==> src/core/gdfm_regs.svh <==
// Timing constants and fault-code encodings of the gate driver fault monitor.
`ifndef GDFM_REGS_SVH
`define GDFM_REGS_SVH
// Clock period in picoseconds (40 MHz).
`define GDFM_CLK_PS          25000
// Overcurrent filter time in microseconds.
`define GDFM_OC_FILTER_US    10
// Short-circuit blanking after a PWM rising edge, microseconds.
`define GDFM_SC_BLANK_US     5
// Short-circuit debounce in microseconds (figure not printed).
`define GDFM_SC_DEB_US       1
// Run request low time before standby, microseconds.
`define GDFM_RUN_DEB_US      500
// Reset pin debounce in microseconds (figure not printed).
`define GDFM_RST_DEB_US      2
// Cycles derived from the times above; only the overcurrent filter rounds down.
`define GDFM_OC_CYC   ((`GDFM_OC_FILTER_US * 1000000) / `GDFM_CLK_PS)
`define GDFM_BLANK_CYC ((`GDFM_SC_BLANK_US * 1000000 + `GDFM_CLK_PS - 1) \
   / `GDFM_CLK_PS)
`define GDFM_SCDEB_CYC ((`GDFM_SC_DEB_US * 1000000 + `GDFM_CLK_PS - 1) \
   / `GDFM_CLK_PS)
`define GDFM_RUNDEB_CYC ((`GDFM_RUN_DEB_US * 1000000 + `GDFM_CLK_PS - 1) \
   / `GDFM_CLK_PS)
`define GDFM_RSTDEB_CYC ((`GDFM_RST_DEB_US * 1000000 + `GDFM_CLK_PS - 1) \
   / `GDFM_CLK_PS)
// Error flag codes, high flag in bit 1, low flag in bit 0.
`define GDFM_CODE_NONE   2'h0
`define GDFM_CODE_GATEUV 2'h1
`define GDFM_CODE_TEMP   2'h2
`define GDFM_CODE_BOTH   2'h3
`endif

==> src/core/gdfm_pkg.sv <==
// Types shared by the gate driver fault monitor modules.
package gdfm_pkg;
   // Operating states, one-hot.
   typedef enum logic [2:0] {
      ST_SLEEP   = 3'b001,
      ST_STANDBY = 3'b010,
      ST_RUN     = 3'b100
   } state_t;
endpackage

==> src/core/gdfm_leg_if.sv <==
// Signals between the fault monitor and one half-bridge leg supervisor.
`timescale 1ns/1ps
interface gdfm_leg_if;
   logic pwm_high;      // Requested high-side state.
   logic pwm_low;       // Requested low-side state.
   logic trip_high;     // High-side drain-source comparator.
   logic trip_low;      // Low-side drain-source comparator.
   logic active;        // Run state and drivers allowed.
   logic clear;         // Fault clear while run request is low.
   logic gate_high;     // Registered high-side gate.
   logic gate_low;      // Registered low-side gate.
   logic short_fault;   // Latched short-circuit fault of this leg.
   modport top (output pwm_high, pwm_low, trip_high, trip_low, active,
      clear, input gate_high, gate_low, short_fault);
   modport leg (input pwm_high, pwm_low, trip_high, trip_low, active,
      clear, output gate_high, gate_low, short_fault);
endinterface

==> src/core/gdfm_leg.sv <==
// Supervisor of one half-bridge: blanking, short debounce and interlock.
`timescale 1ns/1ps
`include "gdfm_regs.svh"
module gdfm_leg #(
   parameter int BLANK_CYC = `GDFM_BLANK_CYC,  // Blanking in cycles.
   parameter int DEB_CYC   = `GDFM_SCDEB_CYC   // Debounce in cycles.
) (
   input wire logic CLOCK,  // System clock.
   input wire logic RST_N,  // Asynchronous reset, active low.
   gdfm_leg_if.leg  lg      // Leg signals.
);
   logic [7:0] blank_cnt;   // Blanking counter since the turn-on edge.
   logic [7:0] deb_cnt;     // Cycles the comparator has stayed tripped.
   logic       prev_high;   // Previous high-side request.
   logic       prev_low;    // Previous low-side request.
   logic       on_high;     // High side requested and conducting.
   logic       on_low;      // Low side requested and conducting.
   logic       trip;        // Comparator of the conducting FET.
   logic       rise;        // A turn-on edge in this cycle.
   logic       armed;       // Trip seen outside the blanking window.

   // Only the conducting FET's comparator counts; none outside run.
   assign on_high = lg.pwm_high & ~lg.pwm_low;
   assign on_low  = lg.pwm_low & ~lg.pwm_high;
   assign trip = lg.active & ((on_high & lg.trip_high) |
      (on_low & lg.trip_low));
   // The turn-on edge itself is blanked too, before the counter loads.
   assign rise  = (lg.pwm_high & ~prev_high) | (lg.pwm_low & ~prev_low);
   assign armed = trip & (blank_cnt == 8'h00) & ~rise;

   // ***********************************************************
   // Blanking after each turn-on edge.
   // ***********************************************************
   // A rising request restarts the window, so a switching transient
   // shorter than the window never counts as a short.
   always_ff @(posedge CLOCK or negedge RST_N) begin
      if (!RST_N) begin
         prev_high <= 1'b0;
         prev_low  <= 1'b0;
         blank_cnt <= 8'h00;
      end else begin
         prev_high <= lg.pwm_high;
         prev_low  <= lg.pwm_low;
         if (rise) begin
            blank_cnt <= 8'(BLANK_CYC);
         end else if (blank_cnt != 8'h00) begin
            blank_cnt <= blank_cnt - 8'h01;
         end
      end
   end

   // ***********************************************************
   // Debounce and latch of the short-circuit fault.
   // ***********************************************************
   always_ff @(posedge CLOCK or negedge RST_N) begin
      if (!RST_N) begin
         deb_cnt        <= 8'h00;
         lg.short_fault <= 1'b0;
      end else begin
         if (armed) begin
            if (deb_cnt != 8'(DEB_CYC)) begin
               deb_cnt <= deb_cnt + 8'h01;
            end
         end else begin
            deb_cnt <= 8'h00;
         end
         // The set wins over a clear in the same cycle.
         if (armed && deb_cnt == 8'(DEB_CYC - 1)) begin
            lg.short_fault <= 1'b1;
         end else if (lg.clear) begin
            lg.short_fault <= 1'b0;
         end
      end
   end

   // ***********************************************************
   // Registered gate outputs with interlock.
   // ***********************************************************
   always_ff @(posedge CLOCK or negedge RST_N) begin
      if (!RST_N) begin
         lg.gate_high <= 1'b0;
         lg.gate_low  <= 1'b0;
      end else begin
         // A tripped leg is held off until the fault is cleared.
         lg.gate_high <= lg.active & ~lg.short_fault & on_high;
         lg.gate_low  <= lg.active & ~lg.short_fault & on_low;
      end
   end
endmodule

==> src/core/gdfm_top.sv <==
// Fault supervision and error reporting of a three-phase gate driver.
`timescale 1ns/1ps
`include "gdfm_regs.svh"
// How it works
// - Faults encoded on two active-high flags.
// - Gate undervoltage: low flag, drivers off.
// - Gate supply recovery clears and re-enables.
// - Warning temperature raises unlatched warning.
// - Switch-off temperature enters sleep.
// - Filtered overcurrent latches fault, drivers off.
// - Overcurrent cleared by run request cycle.
// - Short disables only its own half-bridge.
// - Short comparator blanked after turn-on edge.
// - Debounced short turns FET off, both flags.
// - Short indication held until run low.
// - Overcurrent sensing only while run high.
// - Run low: both flags only logic undervoltage.
// - External reset pin is debounced.
// - Standby only after long run-low time.
// - Standby and sleep: gates low, no sensing.
// - Interlock keeps half-bridge sides exclusive.
module gdfm_top #(
   parameter int LEGS      = 3,                  // Half-bridges.
   parameter int OC_CYC    = `GDFM_OC_CYC,       // Overcurrent filter.
   parameter int RUNDEB_CYC = `GDFM_RUNDEB_CYC,  // Run low debounce.
   parameter int RSTDEB_CYC = `GDFM_RSTDEB_CYC   // Reset pin debounce.
) (
   input  wire logic            CLOCK,            // 40 MHz clock.
   input  wire logic            RST_N,            // Power-on reset.
   input  wire logic            EXTERNAL_RESET_PIN_N, // Reset pin.
   input  wire logic            ENABLE,           // Wake-up enable.
   input  wire logic            RUN,              // Run request.
   input  wire logic [LEGS-1:0] PWM_HIGH,         // High-side requests.
   input  wire logic [LEGS-1:0] PWM_LOW,          // Low-side requests.
   input  wire logic [LEGS-1:0] TRIP_HIGH,        // High-side comparators.
   input  wire logic [LEGS-1:0] TRIP_LOW,         // Low-side comparators.
   input  wire logic            GATE_SUPPLY_RAIL_UV, // Gate supply low.
   input  wire logic            LOGIC_SUPPLY_UV,  // Logic supply low.
   input  wire logic            TEMP_WARN,        // Warning threshold.
   input  wire logic            TEMP_OFF,         // Switch-off threshold.
   input  wire logic            OVERCURRENT,      // Amplifier comparator.
   output logic [LEGS-1:0]      HIGH_SIDE_GATE,   // High-side gates.
   output logic [LEGS-1:0]      LOW_SIDE_GATE,    // Low-side gates.
   output logic                 FAULT_FLAG_LOW,   // Low error flag.
   output logic                 FAULT_FLAG_HIGH,  // High error flag.
   output logic                 SENSE_ENABLE,     // Amplifier enable.
   output logic                 SUPPLY_ENABLE,    // Power supplies on.
   output logic                 SYSTEM_RESET_N    // Debounced reset.
);
   gdfm_pkg::state_t state;        // Operating state.
   gdfm_pkg::state_t next_state;   // Next operating state.
   logic [15:0] run_low_cnt;       // Cycles run has stayed low.
   logic [15:0] oc_cnt;            // Cycles overcurrent has stayed high.
   logic [15:0] rst_cnt;           // Reset pin stable-low counter.
   logic        oc_fault;          // Latched overcurrent.
   logic        run_prev;          // Run request one cycle ago.
   logic        fault_clear;       // Clears latched faults.
   logic        drive_ok;          // Drivers allowed this cycle.
   logic [LEGS-1:0] short_vec;     // Latched short per leg.
   logic [LEGS-1:0] gate_high_vec; // Leg high gate outputs.
   logic [LEGS-1:0] gate_low_vec;  // Leg low gate outputs.
   logic [1:0]  next_code;         // Next error flag code.

   // Latched faults clear while the request is low, so the rising
   // edge that follows starts the drivers on a clean slate.
   assign fault_clear = ~RUN;
   // Gate undervoltage and latched overcurrent stop all drivers; the
   // gate supply check is level based, so recovery re-enables. A low
   // request also holds them off, so a cleared latch only restarts
   // the drivers once the request is high again.
   assign drive_ok = (state == gdfm_pkg::ST_RUN) & RUN
      & ~GATE_SUPPLY_RAIL_UV & ~oc_fault;

   // ***********************************************************
   // Half-bridge supervisors.
   // ***********************************************************
   for (genvar i = 0; i < LEGS; i++) begin : g_leg
      gdfm_leg_if lif ();
      assign lif.pwm_high  = PWM_HIGH[i];
      assign lif.pwm_low   = PWM_LOW[i];
      assign lif.trip_high = TRIP_HIGH[i];
      assign lif.trip_low  = TRIP_LOW[i];
      assign lif.active    = drive_ok;
      assign lif.clear     = fault_clear;
      assign gate_high_vec[i] = lif.gate_high;
      assign gate_low_vec[i]  = lif.gate_low;
      assign short_vec[i]     = lif.short_fault;
      gdfm_leg u_leg (
         .CLOCK (CLOCK),
         .RST_N (RST_N),
         .lg    (lif.leg)
      );
   end

   // ***********************************************************
   // Operating state.
   // ***********************************************************
   // Next state; a switch-off temperature overrides everything.
   always_comb begin
      next_state = state;
      case (state)
         gdfm_pkg::ST_SLEEP: begin
            if (ENABLE && !TEMP_OFF) begin
               next_state = gdfm_pkg::ST_STANDBY;
            end
         end
         gdfm_pkg::ST_STANDBY: begin
            if (TEMP_OFF || !ENABLE) begin
               next_state = gdfm_pkg::ST_SLEEP;
            end else if (RUN) begin
               next_state = gdfm_pkg::ST_RUN;
            end
         end
         gdfm_pkg::ST_RUN: begin
            if (TEMP_OFF) begin
               next_state = gdfm_pkg::ST_SLEEP;
            end else if (run_low_cnt >= 16'(RUNDEB_CYC)) begin
               next_state = gdfm_pkg::ST_STANDBY;
            end
         end
         default: begin
            next_state = gdfm_pkg::ST_SLEEP;
         end
      endcase
   end

   // State register.
   always_ff @(posedge CLOCK or negedge RST_N) begin
      if (!RST_N) begin
         state <= gdfm_pkg::ST_SLEEP;
      end else begin
         state <= next_state;
      end
   end

   // Run request low-time counter; any high restarts it.
   always_ff @(posedge CLOCK or negedge RST_N) begin
      if (!RST_N) begin
         run_low_cnt <= 16'h0000;
         run_prev    <= 1'b0;
      end else begin
         run_prev <= RUN;
         if (RUN) begin
            run_low_cnt <= 16'h0000;
         end else if (run_low_cnt != 16'hFFFF) begin
            run_low_cnt <= run_low_cnt + 16'h0001;
         end
      end
   end

   // ***********************************************************
   // Overcurrent filter and latch.
   // ***********************************************************
   // Sensing runs only with the request high, so a stale comparator
   // level during standby cannot latch a fault.
   always_ff @(posedge CLOCK or negedge RST_N) begin
      if (!RST_N) begin
         oc_cnt   <= 16'h0000;
         oc_fault <= 1'b0;
      end else begin
         if (OVERCURRENT && RUN && state == gdfm_pkg::ST_RUN) begin
            if (oc_cnt != 16'hFFFF) begin
               oc_cnt <= oc_cnt + 16'h0001;
            end
         end else begin
            oc_cnt <= 16'h0000;
         end
         // Longer than the filter time: set wins over clear.
         if (OVERCURRENT && RUN && oc_cnt >= 16'(OC_CYC)) begin
            oc_fault <= 1'b1;
         end else if (fault_clear) begin
            oc_fault <= 1'b0;
         end
      end
   end

   // ***********************************************************
   // Error flags, drivers and supply outputs.
   // ***********************************************************
   // Priority encoder for the two flags.
   always_comb begin
      next_code = `GDFM_CODE_NONE;
      if (RUN && (oc_fault || short_vec != '0)) begin
         next_code = `GDFM_CODE_BOTH;
      end else if (LOGIC_SUPPLY_UV) begin
         next_code = `GDFM_CODE_BOTH;
      end else if (RUN && GATE_SUPPLY_RAIL_UV) begin
         next_code = `GDFM_CODE_GATEUV;
      end else if (RUN && TEMP_WARN) begin
         next_code = `GDFM_CODE_TEMP;
      end
   end

   // Flag registers; reset loads both high at start, the logic undervoltage code.
   always_ff @(posedge CLOCK or negedge RST_N) begin
      if (!RST_N) begin
         FAULT_FLAG_LOW  <= 1'b1;
         FAULT_FLAG_HIGH <= 1'b1;
      end else begin
         FAULT_FLAG_LOW  <= next_code[0];
         FAULT_FLAG_HIGH <= next_code[1];
      end
   end

   // Gates pass through one register so the leg outputs stay aligned.
   always_ff @(posedge CLOCK or negedge RST_N) begin
      if (!RST_N) begin
         HIGH_SIDE_GATE <= '0;
         LOW_SIDE_GATE  <= '0;
         SENSE_ENABLE   <= 1'b0;
         SUPPLY_ENABLE  <= 1'b0;
      end else begin
         HIGH_SIDE_GATE <= drive_ok ? gate_high_vec : '0;
         LOW_SIDE_GATE  <= drive_ok ? gate_low_vec : '0;
         SENSE_ENABLE   <= RUN & (state == gdfm_pkg::ST_RUN);
         SUPPLY_ENABLE  <= (next_state != gdfm_pkg::ST_SLEEP);
      end
   end

   // ***********************************************************
   // External reset pin debounce.
   // ***********************************************************
   // A spike shorter than the debounce window never reaches the
   // system reset; release is immediate once the pin returns high.
   always_ff @(posedge CLOCK or negedge RST_N) begin
      if (!RST_N) begin
         rst_cnt        <= 16'h0000;
         SYSTEM_RESET_N <= 1'b0;
      end else if (EXTERNAL_RESET_PIN_N) begin
         rst_cnt        <= 16'h0000;
         SYSTEM_RESET_N <= 1'b1;
      end else if (rst_cnt >= 16'(RSTDEB_CYC)) begin
         SYSTEM_RESET_N <= 1'b0;
      end else begin
         rst_cnt <= rst_cnt + 16'h0001;
      end
   end
endmodule

==> config.mk <==
export PLATFORM = sky130hd
export DESIGN_NAME = gdfm_top
export DESIGN_NICKNAME = d
export VERILOG_FILES = /design/src/core/gdfm_pkg.sv /design/src/core/gdfm_leg_if.sv /design/src/core/gdfm_leg.sv /design/src/core/gdfm_top.sv
export VERILOG_INCLUDE_DIRS = /design/src /design/src/core
export SDC_FILE = /design/constraint.sdc
export NUM_CORES = 1
export LEC_CHECK = 0
export BUFFER_PORTS_ARGS = -buffer_cell sky130_fd_sc_hd__buf_4
export CORE_MARGIN = 3
export CORE_UTILIZATION = 35
export DETAILED_ROUTE_END_ITERATION = 8
export PLACE_DENSITY = 0.5
export REMOVE_ABC_BUFFERS = 1
export SLEW_MARGIN = 0
export SYNTH_ARGS = -nofsm -noshare
export SYNTH_HDL_FRONTEND = slang
export SYNTH_HIERARCHICAL = 1
export SYNTH_SLANG_ARGS = --single-unit
==> constraint.sdc <==
create_clock -name CLOCK -period 3.1 [get_ports CLOCK]
set_input_delay 0.31 -clock CLOCK [delete_from_list [all_inputs] [get_ports CLOCK]]
set_output_delay 0.31 -clock CLOCK [all_outputs]
set_load 0.05 [all_outputs]
---- After elaboration in Yosys (flattened, before gate mapping) ----
Index checks and enable logic that the tools add are counted.
word-level totals
  bits in registers ....................... 126
  bits of input ports ..................... 22
  output and inout port bits .............. 11
cells by class
  reductions and logical operators ........ 26
  bitwise gates (word level) .............. 65
  mux-type cells .......................... 37
  add/sub/neg operators ................... 9
  $lt $le $gt $ge ......................... 3
  eq/ne operators ......................... 21
operator list
  kind                                                                                    number
  16-bit 2-to-1 mux                                                                       6
  8-bit 2-to-1 mux                                                                        12
  16-bit by 1-bit adder with 16-bit output (second input constant)                        3
  1-bit bitwise AND                                                                       39
  16-bit inequality test (second input constant)                                          2
  8-bit by 1-bit adder with 8-bit output (second input constant)                          3
  8-bit by 6-bit == test with 1-bit output (second input constant)                        3
  8-bit zero test                                                                         3
  8-bit by 6-bit inequality test with 1-bit output (second input constant)                3
  8-bit nonzero test                                                                      3
  8-bit by 1-bit subtractor with 8-bit output (second input constant)                     3
  3-bit 2-to-1 mux                                                                        7
  1-bit NOT                                                                               20
  16-bit by 15-bit greater-or-equal comparator with 1-bit output (second input constant)  1
  16-bit by 7-bit greater-or-equal comparator with 1-bit output (second input constant)   1
  16-bit by 9-bit greater-or-equal comparator with 1-bit output (second input constant)   1
  1-bit logical AND                                                                       10
  2-bit by 1-bit inequality test with 1-bit output (second input constant)                5
  2-bit nonzero test                                                                      5
  3-bit one-hot mux with 3 select lines                                                   1
  2-bit 2-to-1 mux                                                                        4
  2-bit inequality test (second input constant)                                           4
  1-bit 2-to-1 mux                                                                        7
  1-bit bitwise OR                                                                        6
  7 further kinds                                                                         9

---- Longest topological paths before layout ----
Gate-level depths: netlist of run 1.
  word-level depth ........................ 9
  depth in mapped cells ................... 6

---- Cells and area by module ----
The synthesis of run 1 kept the hierarchy.
modules (own cells, without submodules)
  module    instances  sequential area each (um^2)  area each (um^2)  cells an instance
  gdfm_leg  3          525.5                        1,127.3           107
  gdfm_top  1          1,580.3                      3,075.4           311

---- Worst setup path before layout of run 1 ----
OpenSTA, ideal clock, no wires.
  path kind ............................... reg2reg
  start ................................... register state[1]
  end ..................................... register g_leg[0].u_leg.deb_cnt[0]
  setup time .............................. 0.103 ns
  slack ................................... 0.848 ns
  data arrival time ....................... 2.148 ns
  path buffers ............................ 0
  stages on the path, launching flop included .. 5
  data required time ...................... 2.997 ns
  cells stage by stage .................... dfrtp_1 -> and4bb_1 -> nor3b_1 -> o2111ai_1 -> nor4_1
between the ends
  cells in the longest elaborated chain, start to end .. 8
ends and longest elaborated chain
  element                                                              RTL line         source
  from (decl)                                                          gdfm_top.sv:50   gdfm_pkg::state_t state;
  from (signal assigned)                                               gdfm_top.sv:130  state <= gdfm_pkg::ST_SLEEP;
  from (signal assigned)                                               gdfm_top.sv:132  state <= next_state;
  3-bit == test (*)                                                    gdfm_top.sv:71   assign drive_ok = (state == gdfm_pkg::ST_RUN) & RUN
  1-bit bitwise AND (*)                                                gdfm_top.sv:71
  1-bit bitwise AND (*) (2 in series)                                  gdfm_top.sv:72   & ~GATE_SUPPLY_RAIL_UV & ~oc_fault;
  via drive_ok                                                         gdfm_top.sv:58   logic drive_ok;
  1-bit bitwise AND (*)                                                gdfm_leg.sv:25   assign trip = lg.active & ((on_high & lg.trip_high) |
  1-bit bitwise AND (*) (2 in series)                                  gdfm_leg.sv:29   assign armed = trip & (blank_cnt == 8'h00) & ~rise;
  2-bit inequality test (no line) or 8-bit 2-to-1 mux (tied branches)  n/a
  to (signal assigned)                                                 gdfm_leg.sv:62   deb_cnt <= deb_cnt + 8'h01;
  to (decl)                                                            gdfm_leg.sv:13   logic [7:0] deb_cnt;
Mark *: on every way through the listed nets, which the timed path passes. The rest lies on a longest branch.
A chain may end at the register's enable or synchronous reset.

---- Worst setup path after layout of run 1 ----
Ends and elaborated chain as after synthesis.

==> results of run 1 <==
-- Yosys cell counts, types with 4 or more instances --
master	count	area share
sky130_fd_sc_hd__dfrtp_1	123	0.48
sky130_fd_sc_hd__o21ai_0	45	0.035
sky130_fd_sc_hd__a21oi_1	39	0.030
sky130_fd_sc_hd__nand2_1	35	0.020
sky130_fd_sc_hd__inv_1	31	0.018
sky130_fd_sc_hd__nand3_1	29	0.022
sky130_fd_sc_hd__nor3_1	28	0.022
sky130_fd_sc_hd__or3_1	26	0.025
sky130_fd_sc_hd__nor2_1	25	0.015
sky130_fd_sc_hd__a211oi_1	22	0.026
sky130_fd_sc_hd__ha_1	18	0.035
sky130_fd_sc_hd__nor4_1	17	0.016
sky130_fd_sc_hd__nor2b_1	15	0.015
sky130_fd_sc_hd__nand4_1	13	0.013
sky130_fd_sc_hd__or4_1	12	0.014
sky130_fd_sc_hd__nand2b_1	11	0.011
sky130_fd_sc_hd__and3b_1	9	0.012
sky130_fd_sc_hd__and2_1	8	0.0078
sky130_fd_sc_hd__clkbuf_1	7	0.0041
sky130_fd_sc_hd__nor4bb_1	7	0.011
sky130_fd_sc_hd__or2_2	7	0.0068
sky130_fd_sc_hd__a2111o_1	6	0.010
sky130_fd_sc_hd__nand3b_1	6	0.0070
sky130_fd_sc_hd__o31ai_1	6	0.0070
sky130_fd_sc_hd__or3b_1	6	0.0081
sky130_fd_sc_hd__xor2_1	6	0.0081
sky130_fd_sc_hd__and3_1	4	0.0039
sky130_fd_sc_hd__nor4_4	4	0.013
sky130_fd_sc_hd__or3b_2	4	0.0054
sky130_fd_sc_hd__or4_4	4	0.0070
-- power by group --
group	internal [W]	total, W	switching, W
clock	0.00143	0.00217	0.000745
combinational	0.000176	0.000387	0.000210
sequential	0.00172	0.00183	0.000113
-- registers in the layout (all words and copies together), names as in the netlist --
signal                      flops
g_leg.u_leg/blank_cnt          24
g_leg.u_leg/deb_cnt            24
oc_cnt                         16
rst_cnt                        16
run_low_cnt                    16
HIGH_SIDE_GATE                  3
LOW_SIDE_GATE                   3
g_leg.u_leg/lg.gate_high        3
g_leg.u_leg/lg.gate_low         3
g_leg.u_leg/lg.short_fault      3
g_leg.u_leg/prev_high           3
g_leg.u_leg/prev_low            3
state                           3
FAULT_FLAG_HIGH                 1
FAULT_FLAG_LOW                  1
SENSE_ENABLE                    1
SUPPLY_ENABLE                   1
SYSTEM_RESET_N                  1
oc_fault                        1
-- critical path: stages (launching register included) --
cell and delay (ns):
sky130_fd_sc_hd__dfrtp_1 0.43, sky130_fd_sc_hd__and4bb_1 0.35, sky130_fd_sc_hd__nor3b_2 0.51, sky130_fd_sc_hd__o2111ai_1 0.55, sky130_fd_sc_hd__nor4_1 0.41
-- stage by stage --
step | setup slack [ns] | std cells | hold slack (ns) | utilization
2_1_floorplan | 0.8485 | 621 | 0.01441 | -
3_3_place_gp | 0.7804 | 886 | 0.3362 | 0.3875
3_5_place_dp | 0.6552 | 886 | 0.3451 | 0.3875
4_1_cts | 0.7259 | 919 | 0.01566 | 0.4239
5_1_grt | 0.5090 | 919 | 0.02160 | 0.4239
6_report | 0.7451 | 919 | 0.03523 | 0.4239
-- worst paths after layout --
check	cells after the start	startpoint	to
max	4	state[1]$_DFF_PN0_	g_leg[0].u_leg/deb_cnt[0]$_DFFE_PN0P_
min	1	PWM_HIGH[0]	g_leg[0].u_leg/prev_high$_DFF_PN0_
max reg2reg	4	state[1]$_DFF_PN0_	g_leg[0].u_leg/deb_cnt[0]$_DFFE_PN0P_
min reg2reg	1	g_leg[0].u_leg/lg.gate_high$_DFF_PN0_	HIGH_SIDE_GATE[0]$_DFF_PN0_
max in group asynchronous	3	RST_N	rst_cnt[12]$_DFFE_PN0P_
min in group asynchronous	2	RST_N	g_leg[0].u_leg/blank_cnt[6]$_DFFE_PN0P_
-- cells by family after synthesis --
family | synth area share
buffers and inverters | 0.02519
xor gates and xnor gates | 0.01221
and+or+nand+nor | 0.2846
muxes | 0.003100
DFF | 0.4889
adders and majority gates | 0.03488
AOI/OAI and AO/OA | 0.1511
-- metal layers --
layer | routed length, um | up-vias | part of all wire | global-route usage
met4 | 160 | 0 | 0.011 | 0.05505
met3 | 592 | 14 | 0.041 | 0.03876
met1 | 6947 | 2520 | 0.48 | 0.2010
li1 | - | 2484 | - | -
met5 | 0 | - | 0 | 0
met2 | 6785 | 95 | 0.47 | 0.2371
-- final cells by class --
class	instances	area, um^2	area share
clock inverter	14	216.5	0.02833
clock buffer	18	429.2	0.05617
inverter	31	116.4	0.01523
sequential	126	3157	0.4131
multi-input combinational	464	3143	0.4113
timing repair buffer	37	292.8	0.03832
tap	229	286.5	0.03750
-- timing repair --
item | CTS | global route
gates resized for setup | 0 | 0
hold endpoints to repair | 39 | 0
hold buffers | 1 | 0
==> impl_summary.txt, run 1 <==
----------------------------------------------------
[Logic synthesis]
  Synth Flop Type ... sky130_fd_sc_hd__dfrtp_1
  Average size of a mapped cell ... 10.22 um^2
  Count of flip-flops with a built-in enable after synthesis ... 0
  Synth Warn # ... 6
  Synth async-reset ratio ... 1.000
  Post-synth design cell area ... 6457 um^2
  Sequential cell area fraction in the yosys report ... 0.4889
  FF+latch count, synth ... between 100 and 150
  Cell variety after synth ... a little over 60
  Instance count of the mapped netlist ... between 600 and 700

[STA]
  Setup violators final ... 0
  Max transition margin ... 0.4089
  Post-Route Skew ... approximately 0.0086 ns
  Part of the cycle the worst path needs ... 0.7596
  Setup TNS ... 0 ns
  Final hold viol count ... 0
  Slew at the pin with the worst max-slew slack ... 0.8858 ns
  Post-route minimum period ... roughly 2.4 ns
  Final Slew Violations ... 0
  RSZ-0062 raised after global routing ... false
  Max Fclk ... approximately 420 MHz

[Finish]
  Layout Area Growth over Synthesis ... 18.33%
  Fill cells ... roughly 1700
  Final instance area ... ~7600 um^2
  Most frequent standard cell in the layout excluding fill and tap cells ... sky130_fd_sc_hd__dfrtp_1
  Ratio of cells with drive above 1 in the final layout ... 0.1522
  Leading cell types in the layout, fill and taps excluded ... sky130_fd_sc_hd__dfrtp_1 (123), sky130_fd_sc_hd__o21ai_0 (45), sky130_fd_sc_hd__a21oi_1 (39)
  ANT cells ... 0
  Net count of the finished layout ... between 700 and 800

[Critical path]
  Kind of critical path ... flop to flop
  Crit Path Max Fanout ... 9
  Critical Path Start Type ... flop
  Crit. End Element ... flop
  Worst EP required ... 3.41 ns
  Worst path arrival time ... 2.67 ns
  Internal reg-to-reg setup slack ... between 0.7 and 0.8 ns

[Detailed routing]
  DRC violation count after routing ... 0
  Average via count per standard cell ... 5.564
  Iter 0 DRT Violations ... about 300
  Total iterations of the first detailed-routing run ... 6
  Mean routed wirelength per cell ... 15.76 um
  Total Wirelength ... 14490 um
  Via total after detailed routing ... 5113
  Count of antenna-violating nets left after detailed routing ... 0

[Floorplanning]
  Die extent in x ... roughly 140 um
  Row count ... a little under 50
  Num ports ... 33
  Core ar. ... ~18000 um^2
  Die boundary height ... about 140 um
  Starting Density ... 0.3583
  Die area ... approximately 20000 um^2

[CTS]
  Clock sinks ... about 130
  Clock Root Buffer ... sky130_fd_sc_hd__clkbuf_16
  Clock insertion delay at the later pin of the skew report ... about 0.42 ns
  TritonCTS clock tree ... yes
  Max clock buf depth ... 2
  Clock input transition at the sequential cells of the worst setup and hold paths ... approximately 0.06 ns
  Total clock buffers created by CTS ... 17
  Post-CTS Repair Setup Buffers ... 0
  H-tree depth ... 4

[GRT]
  Number of antenna violations at the first check in global routing ... 0
  First-pass GRT wire length ... around 25000 um
  Total Routing Usage GR ... 0.1507
  Largest net degree at the start of global routing ... 53
  Total overflow reported by the global router ... 0
  Number of global-route vias before repair ... between 5000 and 6000

[Worst hold path]
  Worst min-delay path category ... primary input to flop

[Placement]
  Final GP Congestion ... roughly 0.8
  Half-perimeter wire length after placement ... ~9900 um
  Number of buffers added on ports ... 32
  Cell area reported after detailed placement ... roughly 7000 um^2

[Power and ir drop]
  P per Cell Area ... 574.7 nW/um^2
  Power consumption ... around 0.0044 W
  Maximum ir drop on the vdd rail ... around 420 uV
  Static leakage ... 3.030 nW

[Outcome]
  Status ... complete, no violations

[Run]
  Number of maximum-capacitance constraint violations ... 0

----------------------------------------------------
Power figures use the tool's default switching activity.
==> run 2: changes to the inputs <==
ABC_AREA = 1   (was unset)
clock period = 2.33 ns   (was 3.1 ns; I/O delays follow)
==> run 2 against run 1 <==
Against the previous run: cell count rose by 37%; clock-buffer cell count grew 2; sequential share of layout area decreased by 3.5 points; sequential cell count stayed put; die area rose by 8.8%; critical path type unchanged; critical endpoint is now g_leg[0].u_leg/deb_cnt[4]$_DFFE_PN0P_.
==> impl_summary.txt, run 2 <==
----------------------------------------------------
[Outcome]
  Status ... complete, no violations

[STA]
  Post-route minimum period ... approximately 1.7 ns
  Slew at the pin with the worst max-slew slack ... ~0.51 ns
  Setup slack after layout ... approximately 0.62 ns
  Max Fclk ... between 500 and 600 MHz
  Final Slew Violations ... 0
  Post-Route Skew ... 0.009407 ns
  WHS ... approximately 0.067 ns
  Setup TNS ... 0 ns
  Max transition margin ... 0.6583
  Part of the cycle the worst path needs ... 0.7338
  Final hold viol count ... 0
  Setup violators final ... 0
  RSZ-0062 raised after global routing ... false

[GRT]
  Number of antenna violations at the first check in global routing ... 0
  First-pass GRT wire length ... roughly 27000 um
  Total Routing Usage GR ... 0.1493
  Number of global-route vias before repair ... between 5000 and 6000
  Largest net degree at the start of global routing ... between 40 and 50
  Total overflow reported by the global router ... 0

[CTS]
  Post-CTS Repair Setup Buffers ... 0
  Post-CTS Resized ... 0
  Clock input transition at the sequential cells of the worst setup and hold paths ... ~0.060 ns
  Total clock buffers created by CTS ... 17
  Clock insertion delay at the later pin of the skew report ... 0.42 ns
  Max clock buf depth ... 2
  H-tree depth ... 4
  TritonCTS clock tree ... yes
  Clock sinks ... roughly 130
  Clock Root Buffer ... sky130_fd_sc_hd__clkbuf_16

[Logic synthesis]
  Mux contribution to synthesized area ... 0
  Adder-cell share of the synthesized area ... 0.03194
  Count of flip-flops with a built-in enable after synthesis ... 0
  Synth Warn # ... 6
  Share of Yosys cell area claimed by the top area cell type ... 0.4366
  FF+latch count, synth ... between 100 and 150
  Synth async-reset ratio ... 1.000
  Dominant cells by area after synthesis ... sky130_fd_sc_hd__dfrtp_1 (44%), sky130_fd_sc_hd__nand2_1 (11%), sky130_fd_sc_hd__nand3_1 (9.2%)
  XOR/XNOR Fraction of Synth Area ... 0.006211
  Average size of a mapped cell ... ~7.6 um^2
  Basic-gate share of the synthesized area counting and, or, nand and nor cells ... 0.3752
  Post-synth design cell area ... 7051 um^2
  Synth Flop Type ... sky130_fd_sc_hd__dfrtp_1
  Cell variety after synth ... 31
  Commonest cells in the netlist ... sky130_fd_sc_hd__nand2_1 (215), sky130_fd_sc_hd__nand3_1 (130), sky130_fd_sc_hd__inv_1 (126), sky130_fd_sc_hd__dfrtp_1 (123), sky130_fd_sc_hd__nor2_1 (116)
  Sequential cell area fraction in the yosys report ... 0.4477
  Share of the synthesized area in compound gates (AO/OA/AOI/OAI) ... 0.04596
  Cell with the most instances after synthesis ... sky130_fd_sc_hd__nand2_1
  Post-synthesis cell type with the largest combined area ... sky130_fd_sc_hd__dfrtp_1
  Instance count of the mapped netlist ... about 900
  Dominant combinational cell family by area after synthesis ... simple AND/OR/NAND/NOR gates

[Placement]
  Number of buffers added on ports ... 32
  Final GP Congestion ... approximately 0.76
  Post-Place Setup Slack ... approximately 0.61 ns
  Half-perimeter wire length after placement ... roughly 11000 um

[Floorplanning]
  Num ports ... 33
  Core ar. ... 19650 um^2
  Starting Density ... 0.3587
  Die area ... around 22000 um^2
  Die boundary height ... 147.9 um
  Row count ... between 50 and 60
  Die extent in x ... roughly 150 um

[Power and ir drop]
  Power consumption ... 0.005965 W
  P per Cell Area ... between 700 and 800 nW/um^2
  Maximum ir drop on the vdd rail ... roughly 490 uV
  Static leakage ... ~4.2 nW

[Finish]
  Top flop regs ... g_leg.u_leg/blank_cnt (24), g_leg.u_leg/deb_cnt (24)
  Leading cell types in the layout, fill and taps excluded ... sky130_fd_sc_hd__nand2_1 (215), sky130_fd_sc_hd__nand3_1 (130), sky130_fd_sc_hd__inv_1 (126)
  Fill cells ... 2077
  ANT cells ... 0
  Most frequent standard cell in the layout excluding fill and tap cells ... sky130_fd_sc_hd__nand2_1
  Ratio of cells with drive above 1 in the final layout ... 0.1759
  Layout Area Growth over Synthesis ... 18.56%
  Net count of the finished layout ... ~1000

[Detailed routing]
  Count of antenna-violating nets left after detailed routing ... 0
  Average via count per standard cell ... roughly 4.5
  Total iterations of the first detailed-routing run ... 5
  Mean routed wirelength per cell ... between 10 and 15 um
  Iter 0 DRT Violations ... slightly below 300
  DRC violation count after routing ... 0
  Via total after detailed routing ... around 5700
  Total Wirelength ... between 15000 and 20000 um

[Worst hold path]
  Worst min-delay path category ... primary input to flop
  Start point of the worst hold path ... EXTERNAL_RESET_PIN_N

[Critical path]
  Critical register-to-register path startpoint ... state[1]$_DFF_PN0_
  Number of buffer and inverter stages on the critical path ... 3
  Kind of critical path ... flop to flop
  Crit. End Element ... flop
  Crit Path Max Fanout ... 6
  Worst path top cell family by delay ... simple AND/OR/NAND/NOR gates
  Critical path cell sequence ... inv_1 > nand3_1 > nor2_1 > nand3_1 > inv_1 > nand2_1 > inv_2 > nand3_1 > nor2_1
  Worst path arrival time ... around 2 ns
  Cell occurring most often along the worst timing path ... sky130_fd_sc_hd__nand3_1
  Crit-path max cell delay ... roughly 0.37 ns
  Worst EP required ... 2.67 ns
  Cell at the slowest stage of the critical path ... sky130_fd_sc_hd__dfrtp_1
  Critical Path Start Type ... flop
  Critical path launch point ... state[1]$_DFF_PN0_

[Run]
  Number of maximum-capacitance constraint violations ... 0

----------------------------------------------------
==> run 2: cell count changes in the layout (fill, tap and decap cells not counted), sizes merged, moves of 23 or more <==
cell   delta
nand3   +103
inv     +127
or3      -26
nand2   +204
nor2    +126
a21oi    -23
==> run 2: final timing paths <==
path | cells past startpoint | slack [ns] | endpoint
max | 9 | 0.62 | g_leg[0].u_leg/deb_cnt[4]$_DFFE_PN0P_
max in group asynchronous | 3 | 1.37 | FAULT_FLAG_HIGH$_DFF_PN1_
max reg2reg | 9 | 0.62 | g_leg[0].u_leg/deb_cnt[4]$_DFFE_PN0P_
min | 2 | 0.07 | rst_cnt[7]$_DFFE_PN0P_
min in group asynchronous | 2 | 0.30 | rst_cnt[1]$_DFFE_PN0P_
min reg2reg | 2 | 0.47 | LOW_SIDE_GATE[1]$_DFF_PN0_
==> run 2: logic make-up after synthesis <==
kind of cell    count (synthesis)
simple gates                  558
buf+inv                       166
flops                         126
compound gates                 52
fa+ha+maj                      18
xor+xnor                        5
==> run 2: what timing repair did <==
| action | in CTS | in global routing |
|---|---|---|
| endpoints found under the setup margin | 0 | 0 |
| endpoints found under the hold margin | 50 | 0 |
| hold buffers | 7 | 0 |
==> run 2: where the power goes <==
part           internal (W)  total [W]  leakage [nW]  switching, W
Combinational      0.000224   0.000641          2.17      0.000417
Clock               0.00197    0.00294         0.329      0.000969
Sequential          0.00229    0.00238          1.67     0.0000891
Total               0.00449    0.00597          4.17       0.00148
==> run 2: per-stage QoR <==
step	cells	util	area, um^2
after CTS	1260	0.4253	8359
after global routing	1260	0.4253	8359
after detailed placement	1221	0.3884	7634
after floorplan	919	-	7008
after global placement	1221	0.3884	7634
final	1260	0.4253	8359
==> run 2: worst reg2reg max path, delay by kind of cell, from the launching register on <==
| family | cells | cell delay [ns] |
|---|---|---|
| flops | 1 | 0.37 |
| simple gates | 6 | 0.84 |
| buf+inv | 3 | 0.43 |
==> run 2: per-layer routing <==
layer / part of all wire / track usage / up-vias
met5: 0 / 0 / -
met3: 0.024 / 0.03801 / 15
met2: 0.44 / 0.2299 / 48
met4: 0.012 / 0.04388 / 0
li1: - / - / 3016
met1: 0.52 / 0.2089 / 2625
==> run 2: final cells by class <==
type	instances	area, um^2	share of cell area
multi-input cells	633	3238	0.3874
flip-flops and latches	126	3157	0.3776
inverters	160	613.1	0.07334
clock buffers	20	466.7	0.05583
repair buffers	44	364.1	0.04356
well taps	265	331.6	0.03966
clock inverters	12	188.9	0.02260
